$ cat src/vfms_pkg.sv
// Constants, register map and shared types of the V/F base and multi-speed block.
package vfms_pkg;
  localparam int NTERM = 5;
  localparam int FN_W = 4;
  localparam int SET_W = 14;
  localparam int VOUT_W = 10;
  localparam int NSPEED = 15;
  localparam int RATIO_FRAC = 12;
  localparam int RATIO_W = 13;
  localparam int DIV_NW = SET_W + RATIO_FRAC;
  // Frequencies are in 0.1 Hz steps, voltages in whole volts.
  localparam logic [13:0] CODE_OFF = 14'h270F;
  localparam logic [13:0] CODE_SUPPLY95 = 14'h22B8;
  localparam logic [13:0] FREQ_MAX = 14'h0FA0;
  localparam logic [13:0] VOLT_MAX = 14'h03E8;
  localparam logic [16:0] SUPPLY95_PCT = 17'h0005F;
  localparam logic [16:0] PCT_FULL = 17'h00064;
  localparam logic [13:0] BASE_FREQ_RST = 14'h0258;
  localparam logic [13:0] BASE_VOLT_RST = 14'h270F;
  localparam logic [13:0] BASE_FREQ2_RST = 14'h270F;
  localparam logic [13:0] SPEED_HIGH_RST = 14'h0258;
  localparam logic [13:0] SPEED_MID_RST = 14'h012C;
  localparam logic [13:0] SPEED_LOW_RST = 14'h0064;
  localparam logic [13:0] SPEED_EXT_RST = 14'h270F;
  localparam logic LOAD_PAT_RST = 1'b1;
  localparam logic EXT_SEL_RST = 1'b0;
  localparam logic WR_SEL_RST = 1'b0;
  localparam logic [3:0] FN_LOW = 4'h0;
  localparam logic [3:0] FN_MID = 4'h1;
  localparam logic [3:0] FN_HIGH = 4'h2;
  localparam logic [3:0] FN_SECOND = 4'h3;
  localparam logic [3:0] FN_EXTRA = 4'h8;
  localparam logic [19:0] TERMFN_RST = 20'h83210;
  localparam logic [7:0] OFS_CTRL = 8'h00;
  localparam logic [7:0] OFS_TERMFN = 8'h04;
  localparam logic [7:0] OFS_BASE_FREQ = 8'h08;
  localparam logic [7:0] OFS_BASE_VOLT = 8'h0C;
  localparam logic [7:0] OFS_BASE_FREQ2 = 8'h10;
  localparam logic [7:0] OFS_LOAD = 8'h14;
  localparam logic [7:0] OFS_STATUS = 8'h18;
  localparam logic [7:0] OFS_VOUT = 8'h1C;
  localparam logic [7:0] OFS_SPEED = 8'h20;
  localparam logic [7:0] OFS_SPEED_LAST = 8'h58;
  localparam int CTRL_EXT_BIT = 0;
  localparam int CTRL_WSEL_BIT = 1;
  localparam int STAT_SPEED_LSB = 16;
  localparam int STAT_SECOND_BIT = 24;
  localparam logic [3:0] SPEED_EXT_FIRST = 4'h3;
  localparam logic [3:0] SPEED_NO_HIGH = 4'h1;
  localparam logic [3:0] SPEED_NO_MID = 4'h2;
  localparam logic [3:0] SPEED_NO_LOW = 4'h3;
  localparam logic [3:0] SPEED_NO_EIGHT = 4'h8;
  localparam logic [1:0] RESP_OKAY = 2'h0;
  localparam logic [1:0] RESP_SLVERR = 2'h2;

  typedef struct packed {
    logic high;
    logic mid;
    logic low;
    logic extra;
    logic second;
  } vfms_sel_t;

  typedef enum logic [2:0] {
    VS_IDLE = 3'h1,
    VS_DIV = 3'h2,
    VS_OUT = 3'h4
  } vfms_vstate_t;
endpackage

$ cat src/vfms_div.sv
// Sequential restoring divider that forms the frequency-to-base ratio.
`timescale 1ns/1ps
module vfms_div import vfms_pkg::*; #(
  parameter int NW = DIV_NW,
  parameter int DW = SET_W
) (
  input wire logic aclk,
  input wire logic aresetn,
  input wire logic start,
  input wire logic [NW-1:0] num,
  input wire logic [DW-1:0] den,
  output logic [NW-1:0] quot,
  output logic done
);
  typedef struct packed {
    logic [NW-1:0] q;
    logic [DW:0] rem;
    logic [5:0] cnt;
    logic busy;
    logic done;
  } vfms_div_st_t;

  vfms_div_st_t st;
  vfms_div_st_t next_st;

  always_comb begin
    logic [DW:0] tmp;
    tmp = '0;
    next_st = st;
    next_st.done = 1'b0;
    if (start && !st.busy) begin
      next_st.q = num;
      next_st.rem = '0;
      next_st.cnt = 6'(NW);
      next_st.busy = 1'b1;
    end else if (st.busy) begin
      tmp = {st.rem[DW-1:0], st.q[NW-1]};
      if (tmp >= {1'b0, den}) begin
        next_st.rem = tmp - {1'b0, den};
        next_st.q = {st.q[NW-2:0], 1'b1};
      end else begin
        next_st.rem = tmp;
        next_st.q = {st.q[NW-2:0], 1'b0};
      end
      next_st.cnt = st.cnt - 6'h01;
      if (st.cnt == 6'h01) begin
        next_st.busy = 1'b0;
        next_st.done = 1'b1;
      end
    end
  end

  always_ff @(posedge aclk) begin
    if (!aresetn) begin
      st <= '0;
    end else begin
      st <= next_st;
    end
  end

  assign quot = st.q;
  assign done = st.done;
endmodule

$ cat src/vfms_core.sv
// V/F pattern and multi-speed frequency selection with an AXI4-Lite slave.
//
// The placing of the registers and the AXI4-Lite register port were chosen for this implementation.
`timescale 1ns/1ps
module vfms_core import vfms_pkg::*; (
  input wire logic aclk,
  input wire logic aresetn,
  input wire logic [7:0] awaddr,
  input wire logic [2:0] awprot,
  input wire logic awvalid,
  output logic awready,
  input wire logic [31:0] wdata,
  input wire logic [3:0] wstrb,
  input wire logic wvalid,
  output logic wready,
  output logic [1:0] bresp,
  output logic bvalid,
  input wire logic bready,
  input wire logic [7:0] araddr,
  input wire logic [2:0] arprot,
  input wire logic arvalid,
  output logic arready,
  output logic [31:0] rdata,
  output logic [1:0] rresp,
  output logic rvalid,
  input wire logic rready,
  input wire logic [NTERM-1:0] term_in,
  input wire logic motor_running,
  input wire logic jog_active,
  input wire logic [SET_W-1:0] jog_freq,
  input wire logic [SET_W-1:0] analog1_freq,
  input wire logic [SET_W-1:0] analog2_freq,
  input wire logic analog2_valid,
  input wire logic [SET_W-1:0] out_freq,
  input wire logic [VOUT_W-1:0] supply_volt,
  output logic [SET_W-1:0] freq_cmd,
  output logic [3:0] speed_no,
  output logic [VOUT_W-1:0] volt_cmd,
  output logic second_set
);
  typedef struct packed {
    logic awready;
    logic wready;
    logic bvalid;
    logic [1:0] bresp;
    logic aw_full;
    logic w_full;
    logic [7:0] awaddr;
    logic [31:0] wdata;
    logic [3:0] wstrb;
    logic arready;
    logic rvalid;
    logic [1:0] rresp;
    logic [31:0] rdata;
    logic ext_sel;
    logic wr_sel;
    logic load_pat;
    logic [NTERM*FN_W-1:0] termfn;
    logic [NSPEED-1:0][SET_W-1:0] speed;
    logic [SET_W-1:0] bfreq;
    logic [SET_W-1:0] bvolt;
    logic [SET_W-1:0] bfreq2;
    logic [SET_W-1:0] freq_cmd;
    logic [3:0] speed_no;
    logic second_set;
    vfms_vstate_t vst;
    logic div_go;
    logic [SET_W-1:0] vf;
    logic [SET_W-1:0] vbf;
    logic [VOUT_W-1:0] vbase;
    logic [RATIO_W-1:0] ratio;
    logic [VOUT_W-1:0] volt_cmd;
  } vfms_st_t;

  vfms_st_t st;
  vfms_st_t next_st;
  vfms_sel_t sel;
  logic [SET_W-1:0] eff_bf;
  logic [VOUT_W-1:0] eff_vb;
  logic [VOUT_W-1:0] v95;
  logic [DIV_NW-1:0] quot;
  logic div_done;
  logic wr_do;
  logic [7:0] wr_a;

  function automatic logic term_has(logic [NTERM*FN_W-1:0] fns,
                                    logic [NTERM-1:0] pins,
                                    logic [3:0] code);
    logic hit;
    hit = 1'b0;
    for (int i = 0; i < NTERM; i++) begin
      if (fns[i*FN_W +: FN_W] == code && pins[i]) begin
        hit = 1'b1;
      end
    end
    return hit;
  endfunction

  function automatic logic is_speed(logic [7:0] a);
    return a >= OFS_SPEED && a <= OFS_SPEED_LAST;
  endfunction

  function automatic logic [3:0] speed_idx(logic [7:0] a);
    return 4'((a - OFS_SPEED) >> 2);
  endfunction

  function automatic logic mapped(logic [7:0] a);
    return a <= OFS_VOUT || is_speed(a);
  endfunction

  function automatic logic is_ext(logic [7:0] a);
    return a == OFS_BASE_VOLT || a == OFS_BASE_FREQ2 || a == OFS_LOAD ||
      (is_speed(a) && speed_idx(a) >= SPEED_EXT_FIRST);
  endfunction

  function automatic logic [31:0] reg_read(logic [7:0] a, vfms_st_t s);
    logic [31:0] d;
    d = '0;
    if (is_speed(a)) begin
      d = 32'(s.speed[speed_idx(a)]);
    end else begin
      unique case (a)
        OFS_CTRL: begin
          d[CTRL_EXT_BIT] = s.ext_sel;
          d[CTRL_WSEL_BIT] = s.wr_sel;
        end
        OFS_TERMFN: d = 32'(s.termfn);
        OFS_BASE_FREQ: d = 32'(s.bfreq);
        OFS_BASE_VOLT: d = 32'(s.bvolt);
        OFS_BASE_FREQ2: d = 32'(s.bfreq2);
        OFS_LOAD: d = 32'(s.load_pat);
        OFS_STATUS: begin
          d[SET_W-1:0] = s.freq_cmd;
          d[STAT_SPEED_LSB +: 4] = s.speed_no;
          d[STAT_SECOND_BIT] = s.second_set;
        end
        OFS_VOUT: d = 32'(s.volt_cmd);
        default: d = '0;
      endcase
    end
    return d;
  endfunction

  // Settings above the range are refused rather than clipped, so software
  // reads back the stored value; a base voltage above supply_volt is used as supply_volt.
  function automatic logic legal(logic [7:0] a, logic [31:0] d);
    logic [SET_W-1:0] v;
    logic ok;
    v = d[SET_W-1:0];
    ok = 1'b1;
    if (a == OFS_TERMFN) begin
      ok = d[31:NTERM*FN_W] == '0;
    end else if (d[31:SET_W] != '0) begin
      ok = 1'b0;
    end else if (a == OFS_BASE_VOLT) begin
      ok = v <= VOLT_MAX || v == CODE_SUPPLY95 || v == CODE_OFF;
    end else if (a == OFS_BASE_FREQ2 || (is_speed(a) && is_ext(a))) begin
      ok = v <= FREQ_MAX || v == CODE_OFF;
    end else if (a == OFS_BASE_FREQ || is_speed(a)) begin
      ok = v <= FREQ_MAX;
    end
    return ok;
  endfunction

  // fixed combination table; 0 means no preset input is on.
  function automatic logic [3:0] speed_code(logic ex, logic h, logic m,
                                            logic l);
    logic [3:0] c;
    unique case ({ex, h, m, l})
      4'h4: c = 4'h1;
      4'h2: c = 4'h2;
      4'h1: c = 4'h3;
      // Middle plus low takes speed 4, so every preset 4 to 15 has a code.
      4'h3: c = 4'h4;
      4'h0: c = 4'h0;
      default: c = {ex, h, m, l};
    endcase
    if ({ex, h, m, l} == 4'h8) begin
      c = SPEED_NO_EIGHT;
    end
    return c;
  endfunction

  always_comb begin
    sel.low = term_has(st.termfn, term_in, FN_LOW);
    sel.mid = term_has(st.termfn, term_in, FN_MID);
    sel.high = term_has(st.termfn, term_in, FN_HIGH);
    sel.extra = term_has(st.termfn, term_in, FN_EXTRA);
    sel.second = term_has(st.termfn, term_in, FN_SECOND);
  end

  assign eff_bf = (st.second_set && st.bfreq2 != CODE_OFF) ?
    st.bfreq2 : st.bfreq;
  assign v95 = VOUT_W'(({7'h00, supply_volt} * SUPPLY95_PCT) / PCT_FULL);

  always_comb begin
    if (st.bvolt == CODE_SUPPLY95) begin
      eff_vb = v95;
    end else if (st.bvolt == CODE_OFF) begin
      eff_vb = supply_volt;
    end else if (st.bvolt < 14'(supply_volt)) begin
      eff_vb = st.bvolt[VOUT_W-1:0];
    end else begin
      eff_vb = supply_volt;
    end
  end

  assign wr_do = st.aw_full && st.w_full && !st.bvalid;
  assign wr_a = {st.awaddr[7:2], 2'h0};

  always_comb begin
    logic [31:0] d;
    logic [31:0] m;
    logic [7:0] ra;
    logic [3:0] c;
    logic [35:0] p;
    logic [35:0] p2;
    d = '0;
    m = '0;
    ra = '0;
    c = '0;
    p = '0;
    p2 = '0;
    next_st = st;
    if (awvalid && st.awready) begin
      next_st.awready = 1'b0;
      next_st.aw_full = 1'b1;
      next_st.awaddr = awaddr;
    end
    if (wvalid && st.wready) begin
      next_st.wready = 1'b0;
      next_st.w_full = 1'b1;
      next_st.wdata = wdata;
      next_st.wstrb = wstrb;
    end
    if (st.bvalid && bready) begin
      next_st.bvalid = 1'b0;
    end
    if (wr_do) begin
      for (int i = 0; i < 4; i++) begin
        m[i*8 +: 8] = {8{st.wstrb[i]}};
      end
      d = (reg_read(wr_a, st) & ~m) | (st.wdata & m);
      next_st.aw_full = 1'b0;
      next_st.w_full = 1'b0;
      next_st.awready = 1'b1;
      next_st.wready = 1'b1;
      next_st.bvalid = 1'b1;
      next_st.bresp = RESP_SLVERR;
      if (!mapped(wr_a) || wr_a == OFS_STATUS || wr_a == OFS_VOUT) begin
        next_st.bresp = RESP_SLVERR;
      end else if (is_ext(wr_a) && st.ext_sel) begin
        next_st.bresp = RESP_SLVERR;
      end else if (wr_a != OFS_CTRL && !is_speed(wr_a) && motor_running &&
                   !st.wr_sel) begin
        next_st.bresp = RESP_SLVERR;
      end else if (legal(wr_a, d)) begin
        next_st.bresp = RESP_OKAY;
        if (is_speed(wr_a)) begin
          next_st.speed[speed_idx(wr_a)] = d[SET_W-1:0];
        end else begin
          unique case (wr_a)
            OFS_CTRL: begin
              next_st.ext_sel = d[CTRL_EXT_BIT];
              next_st.wr_sel = d[CTRL_WSEL_BIT];
            end
            OFS_TERMFN: next_st.termfn = d[NTERM*FN_W-1:0];
            OFS_BASE_FREQ: next_st.bfreq = d[SET_W-1:0];
            OFS_BASE_VOLT: next_st.bvolt = d[SET_W-1:0];
            OFS_BASE_FREQ2: next_st.bfreq2 = d[SET_W-1:0];
            OFS_LOAD: next_st.load_pat = d[0];
            default: next_st.bresp = RESP_SLVERR;
          endcase
        end
      end
    end
    if (arvalid && st.arready) begin
      ra = {araddr[7:2], 2'h0};
      next_st.arready = 1'b0;
      next_st.rvalid = 1'b1;
      next_st.rdata = '0;
      next_st.rresp = RESP_SLVERR;
      if (mapped(ra) && !(is_ext(ra) && st.ext_sel)) begin
        next_st.rdata = reg_read(ra, st);
        next_st.rresp = RESP_OKAY;
      end
    end else if (st.rvalid && rready) begin
      next_st.rvalid = 1'b0;
      next_st.arready = 1'b1;
    end
    next_st.second_set = sel.second;
    c = speed_code(sel.extra, sel.high, sel.mid, sel.low);
    if (c != 4'h0 && st.speed[c - 4'h1] != CODE_OFF) begin
      next_st.speed_no = c;
    end else if (sel.low) begin
      next_st.speed_no = SPEED_NO_LOW;
    end else if (sel.mid) begin
      next_st.speed_no = SPEED_NO_MID;
    end else if (sel.high) begin
      next_st.speed_no = SPEED_NO_HIGH;
    end else if (sel.extra) begin
      next_st.speed_no = SPEED_NO_LOW;
    end else begin
      next_st.speed_no = 4'h0;
    end
    if (jog_active) begin
      next_st.freq_cmd = jog_freq;
    end else if (next_st.speed_no != 4'h0) begin
      next_st.freq_cmd = st.speed[next_st.speed_no - 4'h1];
    end else if (analog2_valid) begin
      next_st.freq_cmd = analog2_freq;
    end else begin
      next_st.freq_cmd = analog1_freq;
    end
    // The divide takes tens of cycles; the voltage follows the ramped
    // output frequency, which changes far more slowly than that.
    unique case (st.vst)
      VS_IDLE: begin
        next_st.vbase = eff_vb;
        next_st.vf = out_freq;
        next_st.vbf = eff_bf;
        if (eff_bf == '0 || out_freq >= eff_bf) begin
          next_st.volt_cmd = eff_vb;
        end else begin
          next_st.vst = VS_DIV;
          next_st.div_go = 1'b1;
        end
      end
      VS_DIV: begin
        next_st.div_go = 1'b0;
        if (div_done) begin
          next_st.ratio = quot[RATIO_W-1:0];
          next_st.vst = VS_OUT;
        end
      end
      VS_OUT: begin
        p = 36'(st.vbase) * 36'(st.ratio);
        p2 = 36'(p[22:0]) * 36'(st.ratio);
        if (st.load_pat) begin
          next_st.volt_cmd = VOUT_W'(p2 >> (2 * RATIO_FRAC));
        end else begin
          next_st.volt_cmd = VOUT_W'(p >> RATIO_FRAC);
        end
        next_st.vst = VS_IDLE;
      end
    endcase
  end

  always_ff @(posedge aclk) begin
    if (!aresetn) begin
      st <= '0;
      st.awready <= 1'b1;
      st.wready <= 1'b1;
      st.arready <= 1'b1;
      st.ext_sel <= EXT_SEL_RST;
      st.wr_sel <= WR_SEL_RST;
      st.load_pat <= LOAD_PAT_RST;
      st.termfn <= TERMFN_RST;
      st.bfreq <= BASE_FREQ_RST;
      st.bvolt <= BASE_VOLT_RST;
      st.bfreq2 <= BASE_FREQ2_RST;
      st.speed <= {NSPEED{SPEED_EXT_RST}};
      st.speed[0] <= SPEED_HIGH_RST;
      st.speed[1] <= SPEED_MID_RST;
      st.speed[2] <= SPEED_LOW_RST;
      st.vst <= VS_IDLE;
    end else begin
      st <= next_st;
    end
  end

  vfms_div #(
    .NW(DIV_NW),
    .DW(SET_W)
  ) i_vfms_div (
    .aclk(aclk),
    .aresetn(aresetn),
    .start(st.div_go),
    .num({st.vf, 12'h000}),
    .den(st.vbf),
    .quot(quot),
    .done(div_done)
  );

  assign awready = st.awready;
  assign wready = st.wready;
  assign bvalid = st.bvalid;
  assign bresp = st.bresp;
  assign arready = st.arready;
  assign rvalid = st.rvalid;
  assign rresp = st.rresp;
  assign rdata = st.rdata;
  assign freq_cmd = st.freq_cmd;
  assign speed_no = st.speed_no;
  assign volt_cmd = st.volt_cmd;
  assign second_set = st.second_set;
endmodule

$ cat config.mk
export PLATFORM = sky130hd
export DESIGN_NAME = vfms_core
export DESIGN_NICKNAME = d
export VERILOG_FILES = /design/src/vfms_pkg.sv /design/src/vfms_div.sv /design/src/vfms_core.sv
export SDC_FILE = /design/constraint.sdc
export NUM_CORES = 2
export LEC_CHECK = 0
export BUFFER_PORTS_ARGS = -buffer_cell sky130_fd_sc_hd__buf_2
export CAP_MARGIN = 40
export CORE_MARGIN = 4
export CORE_UTILIZATION = 38
export CTS_CLUSTER_DIAMETER = 100
export DETAILED_ROUTE_END_ITERATION = 8
export REMOVE_ABC_BUFFERS = 1
export SKIP_LAST_GASP = 1
export SYNTH_ARGS = -nofsm -noshare
export SYNTH_HDL_FRONTEND = slang
export SYNTH_HIERARCHICAL = 1
export SYNTH_SLANG_ARGS = --single-unit
$ cat constraint.sdc
create_clock -name aclk -period 13.6 [get_ports aclk]
set_input_delay 0.68 -clock aclk [delete_from_list [all_inputs] [get_ports aclk]]
set_output_delay 0.68 -clock aclk [all_outputs]
set_load 0.02 [all_outputs]
Yosys cells after proc, flatten, opt, wreduce, memory -nomap -nowiden

Cells that the tools add are included.

Add/subtract/negate cells: 6
Multiply operators: 3
Div/mod/pow operators: 1
$lt $le $gt $ge: 18
Equal/unequal tests: 52
Multiplexer cells: 96
Bitwise operators: 10
Reductions and logical operators: 103

Operator list:

| kind                                          | count |
|---|---|
| binary-select mux 14 bit (select 4 bit)       | 4 |
| bitwise mux 210 bit                           | 1 |
| case mux 12 bit (6 select lines)              | 2 |
| 2-to-1 mux 14 bit                             | 9 |
| bitwise AND 32 bit                            | 2 |
| demux 14 bit (select 4 bit)                   | 1 |
| == test 14 bit, second input constant         | 4 |
| 2-to-1 mux 10 bit                             | 5 |
| 2-to-1 mux 25 bit                             | 2 |
| 2-to-1 mux 49 bit                             | 1 |
| == test 4 x 2 -> 1 bit, second input constant | 12 |
| == test 6 x 3 -> 1 bit, second input constant | 8 |
| 2-to-1 mux 48 bit                             | 1 |
| logical AND 1 bit                             | 47 |
| AND reduction 7 bit                           | 6 |
| 2-to-1 mux 1 bit                              | 39 |
| multiplier 23 x 13 -> 34 bit                  | 1 |
| 2-to-1 mux 34 bit                             | 1 |
| 2-to-1 mux 32 bit                             | 1 |
| NOT 32 bit                                    | 1 |
| OR 32 bit                                     | 1 |
| case mux 2 bit (8 select lines)               | 2 |
| 2-to-1 mux 2 bit                              | 15 |
| inequality test 14 bit, second input constant | 2 |
| other kinds (54)                              | 121 |

Bits in registers: 495
Input bits: 139
Output and inout bits: 70
Word-level logic and storage cells: 341

Depth between registers and ports, before layout

Depth after elaboration: 22
Depth in mapped cells: 53
Depth with buffers taken out: 50

By module

Netlist, hierarchy kept.

By module, submodules not included:

| module    | instances | cells an instance | area an instance (um^2) | seq. area each (um^2) |
|---|---|---|---|---|
| vfms_core | 1         | 4,800             | 41,287.1                | 8,628.3 |
| vfms_div  | 1         | 357               | 3,173.0                 | 960.9 |

Worst setup path before layout

No wires, ideal clock.

Kind: reg2reg
Start: reg st[13] (netlist name)
End: reg st, in the netlist volt_cmd[9]
Setup time: 0.131 ns
Data arrival time: 11.499 ns
Required time: 13.469 ns
Setup slack: 1.970 ns
Stages on the path, launching flop included: 51
Buffers on the path: 3
Period minus slack after synthesis: 11.630 ns
Cell sequence: dfxtp_1 > clkbuf_1 > clkbuf_1 > nand2_1 > fa_1 > fa_1 > inv_1 > ha_1 > inv_1 > fa_1 > inv_1 > fa_1 > ha_1 > a21boi_0 > o21ai_0 > a21boi_0 > o21ai_0 > a21boi_0 > (+15 left out) > fa_1 > fa_1 > inv_1 > fa_1 > inv_1 > fa_1 > ha_1 > a21o_1 > a21o_1 > a21oi_1 > o21ai_0 > a311oi_1 > o21ai_0 > a21oi_1 > xnor2_1 > mux2_2 > o211ai_1 > a21oi_1

Cells in the longest elaborated chain, start to end: 4

Ends and longest elaborated chain:

| element                            | RTL line         | source |
|---|---|---|
| start: declaration                 | vfms_core.sv:75  | `vfms_st_t st;` |
| start signal: assignment           | vfms_core.sv:368 | `st <= next_st;` |
| multiplier 10 x 13 -> 23 bit       | vfms_core.sv:337 | `p = 36'(st.vbase) * 36'(st.ratio);` |
| multiplier 23 x 13 -> 34 bit       | vfms_core.sv:338 | `p2 = 36'(p[22:0]) * 36'(st.ratio);` |
| 2-to-1 mux 10 bit *                | vfms_core.sv:339 | `if (st.load_pat) begin` |
| case mux 10 bit (2 select lines) * | vfms_core.sv:317 | `unique case (st.vst)` |

Mark *: on every way between the ends. The rest lies on a longest branch, timed or not.
A chain may end at the register's enable or synchronous reset.

Worst setup path after layout

Start: reg st[14] (netlist name)
End: reg st, in the netlist volt_cmd[9]

Same word-level chain as after synthesis.

==> metrics.md <==
| Metric | Value |
|---|---|
| Fill cell total of the finished layout | 11546 |
| Drt via density | 5.841 |
| Master cell of the clock root buffer | sky130_fd_sc_hd__clkbuf_16 |
| Post-CTS repair timing setup buffer count | 0 |
| Tcrit/Tclk final | 0.9196 |
| Routed Wire Length | 149900 um |
| Routed len/inst | 22.56 um |
| Path category of the worst min-delay check | in2reg |
| Total clock sinks | 479 |
| Final HPWL DP | 112100 um |
| Maximum frequency from static timing analysis | 0.07995 GHz |
| Post-placement setup slack | 0.7266 ns |
| Biggest cell delay along the critical path | 0.52 ns |
| Max-cap viol count | 0 |
| Source-to-sink clock delay at the later pin of the worst-skew pair | 0.65 ns |
| Fraction of final layout cells sized beyond drive strength 1 | 0.1355 |
| Final count of hold timing violations | 0 |
| Maximum buffer depth of the clock tree | 3 |
| Final TNS setup | 0 ns |
| Routability cong. | 0.9512 |
| Pin slew with the least headroom to its limit | 1.025 ns |
| Post-layout net count | 5770 |
| Syn_area_per_cell | 8.624 um^2 |
| Post-synthesis instance total | 5144 |
| Number of buffers added by the clock tree synthesis step | 52 |
| Critical path endpoint category | register |
| Wire length of the first global-routing pass | 230100 um |
| Maximum clock skew at final layout | 0.04551 ns |
| Residual antenna-violating net count after detailed routing | 0 |
| First-pass DRT Iterations | 6 |
| Pin count of the biggest net entering global routing | 176 |
| Clock tree from TritonCTS | built |
| Slew headroom | 0.3115 |
| Required time of the critical path | 14.08 ns |
| Maximum fanout along the worst path | 18 |
| Number of global-route vias before repair | 37596 |
| Worst Path Arrival | 12.99 ns |
| Clock slew at reported path FFs | 0.06 ns |
| Final critical-path setup slack | 1.093 ns |
| Syn-to-layout area delta | 8.955% |
| Ports | 209 |
| Synthesized area | 44360 um^2 |
| Overall die width | 349.7 um |
| Setup repair after global routing missed its margin | false |
| Multi-input logic area | 31540 um^2 |
| Die ar. | 122300 um^2 |
| Antenna violations before repair | 7 |
| Final-report max-slew violation count | 0 |
| Initial DRC count | 3654 |
| GR Overflow Total | 0 |
| Die height | 349.7 um |
| Global-route usage over all layers | 0.2410 |
| Port-buffer cells | 185 |
| Most common cell after layout, fill and taps aside | sky130_fd_sc_hd__nand2_1 |
| Path type of the worst setup path | reg2reg |
| Setup-failing EPs final | 0 |
| Total number of placement rows | 125 |
| Via total after detailed routing | 38813 |
| Number of levels in the clock H-tree | 2 |
| Core ar. | 116000 um^2 |
| Run status | finished, final reports clean |
| Drc violations | 0 |
| CP max-delay cell | sky130_fd_sc_hd__fa_1 |
| Leading cell types in the layout, fill and taps excluded | sky130_fd_sc_hd__nand2_1, sky130_fd_sc_hd__dfxtp_1, sky130_fd_sc_hd__inv_1 |
| Sequential cell area | 9602 um^2 |
| Effective utilization at floorplan | 0.3823 |
| Synthesis warning total | 6 |
| Min cycle time layout | 12.51 ns |
| Startpoint type of the worst setup path | register |
-- final timing paths --
kind / start / to / slack (ns) / depth (start not counted)
worst max-delay path: st[14]$_SDFFE_PN0P_ / volt_cmd[9]$_SDFFE_PN0P_ / 1.09 / 48
worst min-delay path: wvalid / wready$_SDFFE_PP1P_ / 0.24 / 2
worst max register to register: st[14]$_SDFFE_PN0P_ / volt_cmd[9]$_SDFFE_PN0P_ / 1.09 / 48
worst min register to register: st[421]$_SDFFE_PN0P_ / st[421]$_SDFFE_PN0P_ / 0.45 / 2
-- area by class of cell --
class | count | share of cell area
well taps | 1524 | 0.03945
diodes | 1 | 0.00005177
clock inverters | 31 | 0.008491
multi-input cells | 3844 | 0.6525
repair buffers | 298 | 0.03942
clock buffers | 65 | 0.03000
inverters | 403 | 0.03145
flip-flops and latches | 479 | 0.1986
-- through the flow --
stage	utilization	std cells	hold WS [ns]	cell area [um^2]
after floorplan	-	4726	0.4308	42450
after global placement	0.3983	6532	0.4409	46230
after detailed placement	0.4003	6548	0.4447	46450
after CTS	0.4163	6644	0.2292	48320
after global routing	0.4165	6644	0.2433	48330
final	0.4165	6645	0.2437	48340
-- per-layer routing --
metal,up-vias,track usage,routed length [um]
met5,-,0,44
met4,6,0.08550,6107
met3,326,0.05477,14030
met2,1730,0.3999,70040
met1,19191,0.3091,59670
li1,17560,-,-
-- state kept, by name, summed over array words and instances (netlist names), 4 cells and up --
signal	flops
freq_cmd	14
i_vfms_div/quot	26
i_vfms_div/st	21
rdata	21
speed_no	4
st	374
volt_cmd	10
-- timing repair --
action                                  4_1_cts  5_1_grt
endpoints found under the setup margin        0        1
hold buffers                                  0        0
resized for setup                             0        4
-- worst max-delay path: cells and delay by family, from the launching register on --
kind	cells	cell delay, ns
compound gates	23	4.94
mux	1	0.36
simple gates	3	0.38
flops	1	0.36
fa+ha+maj	12	5.32
buf+inv	7	0.56
xor+xnor	2	0.45
Power is left out: the tool's default activity adds up to more than one toggle a clock period on the data nets, which glitch-free logic cannot reach.
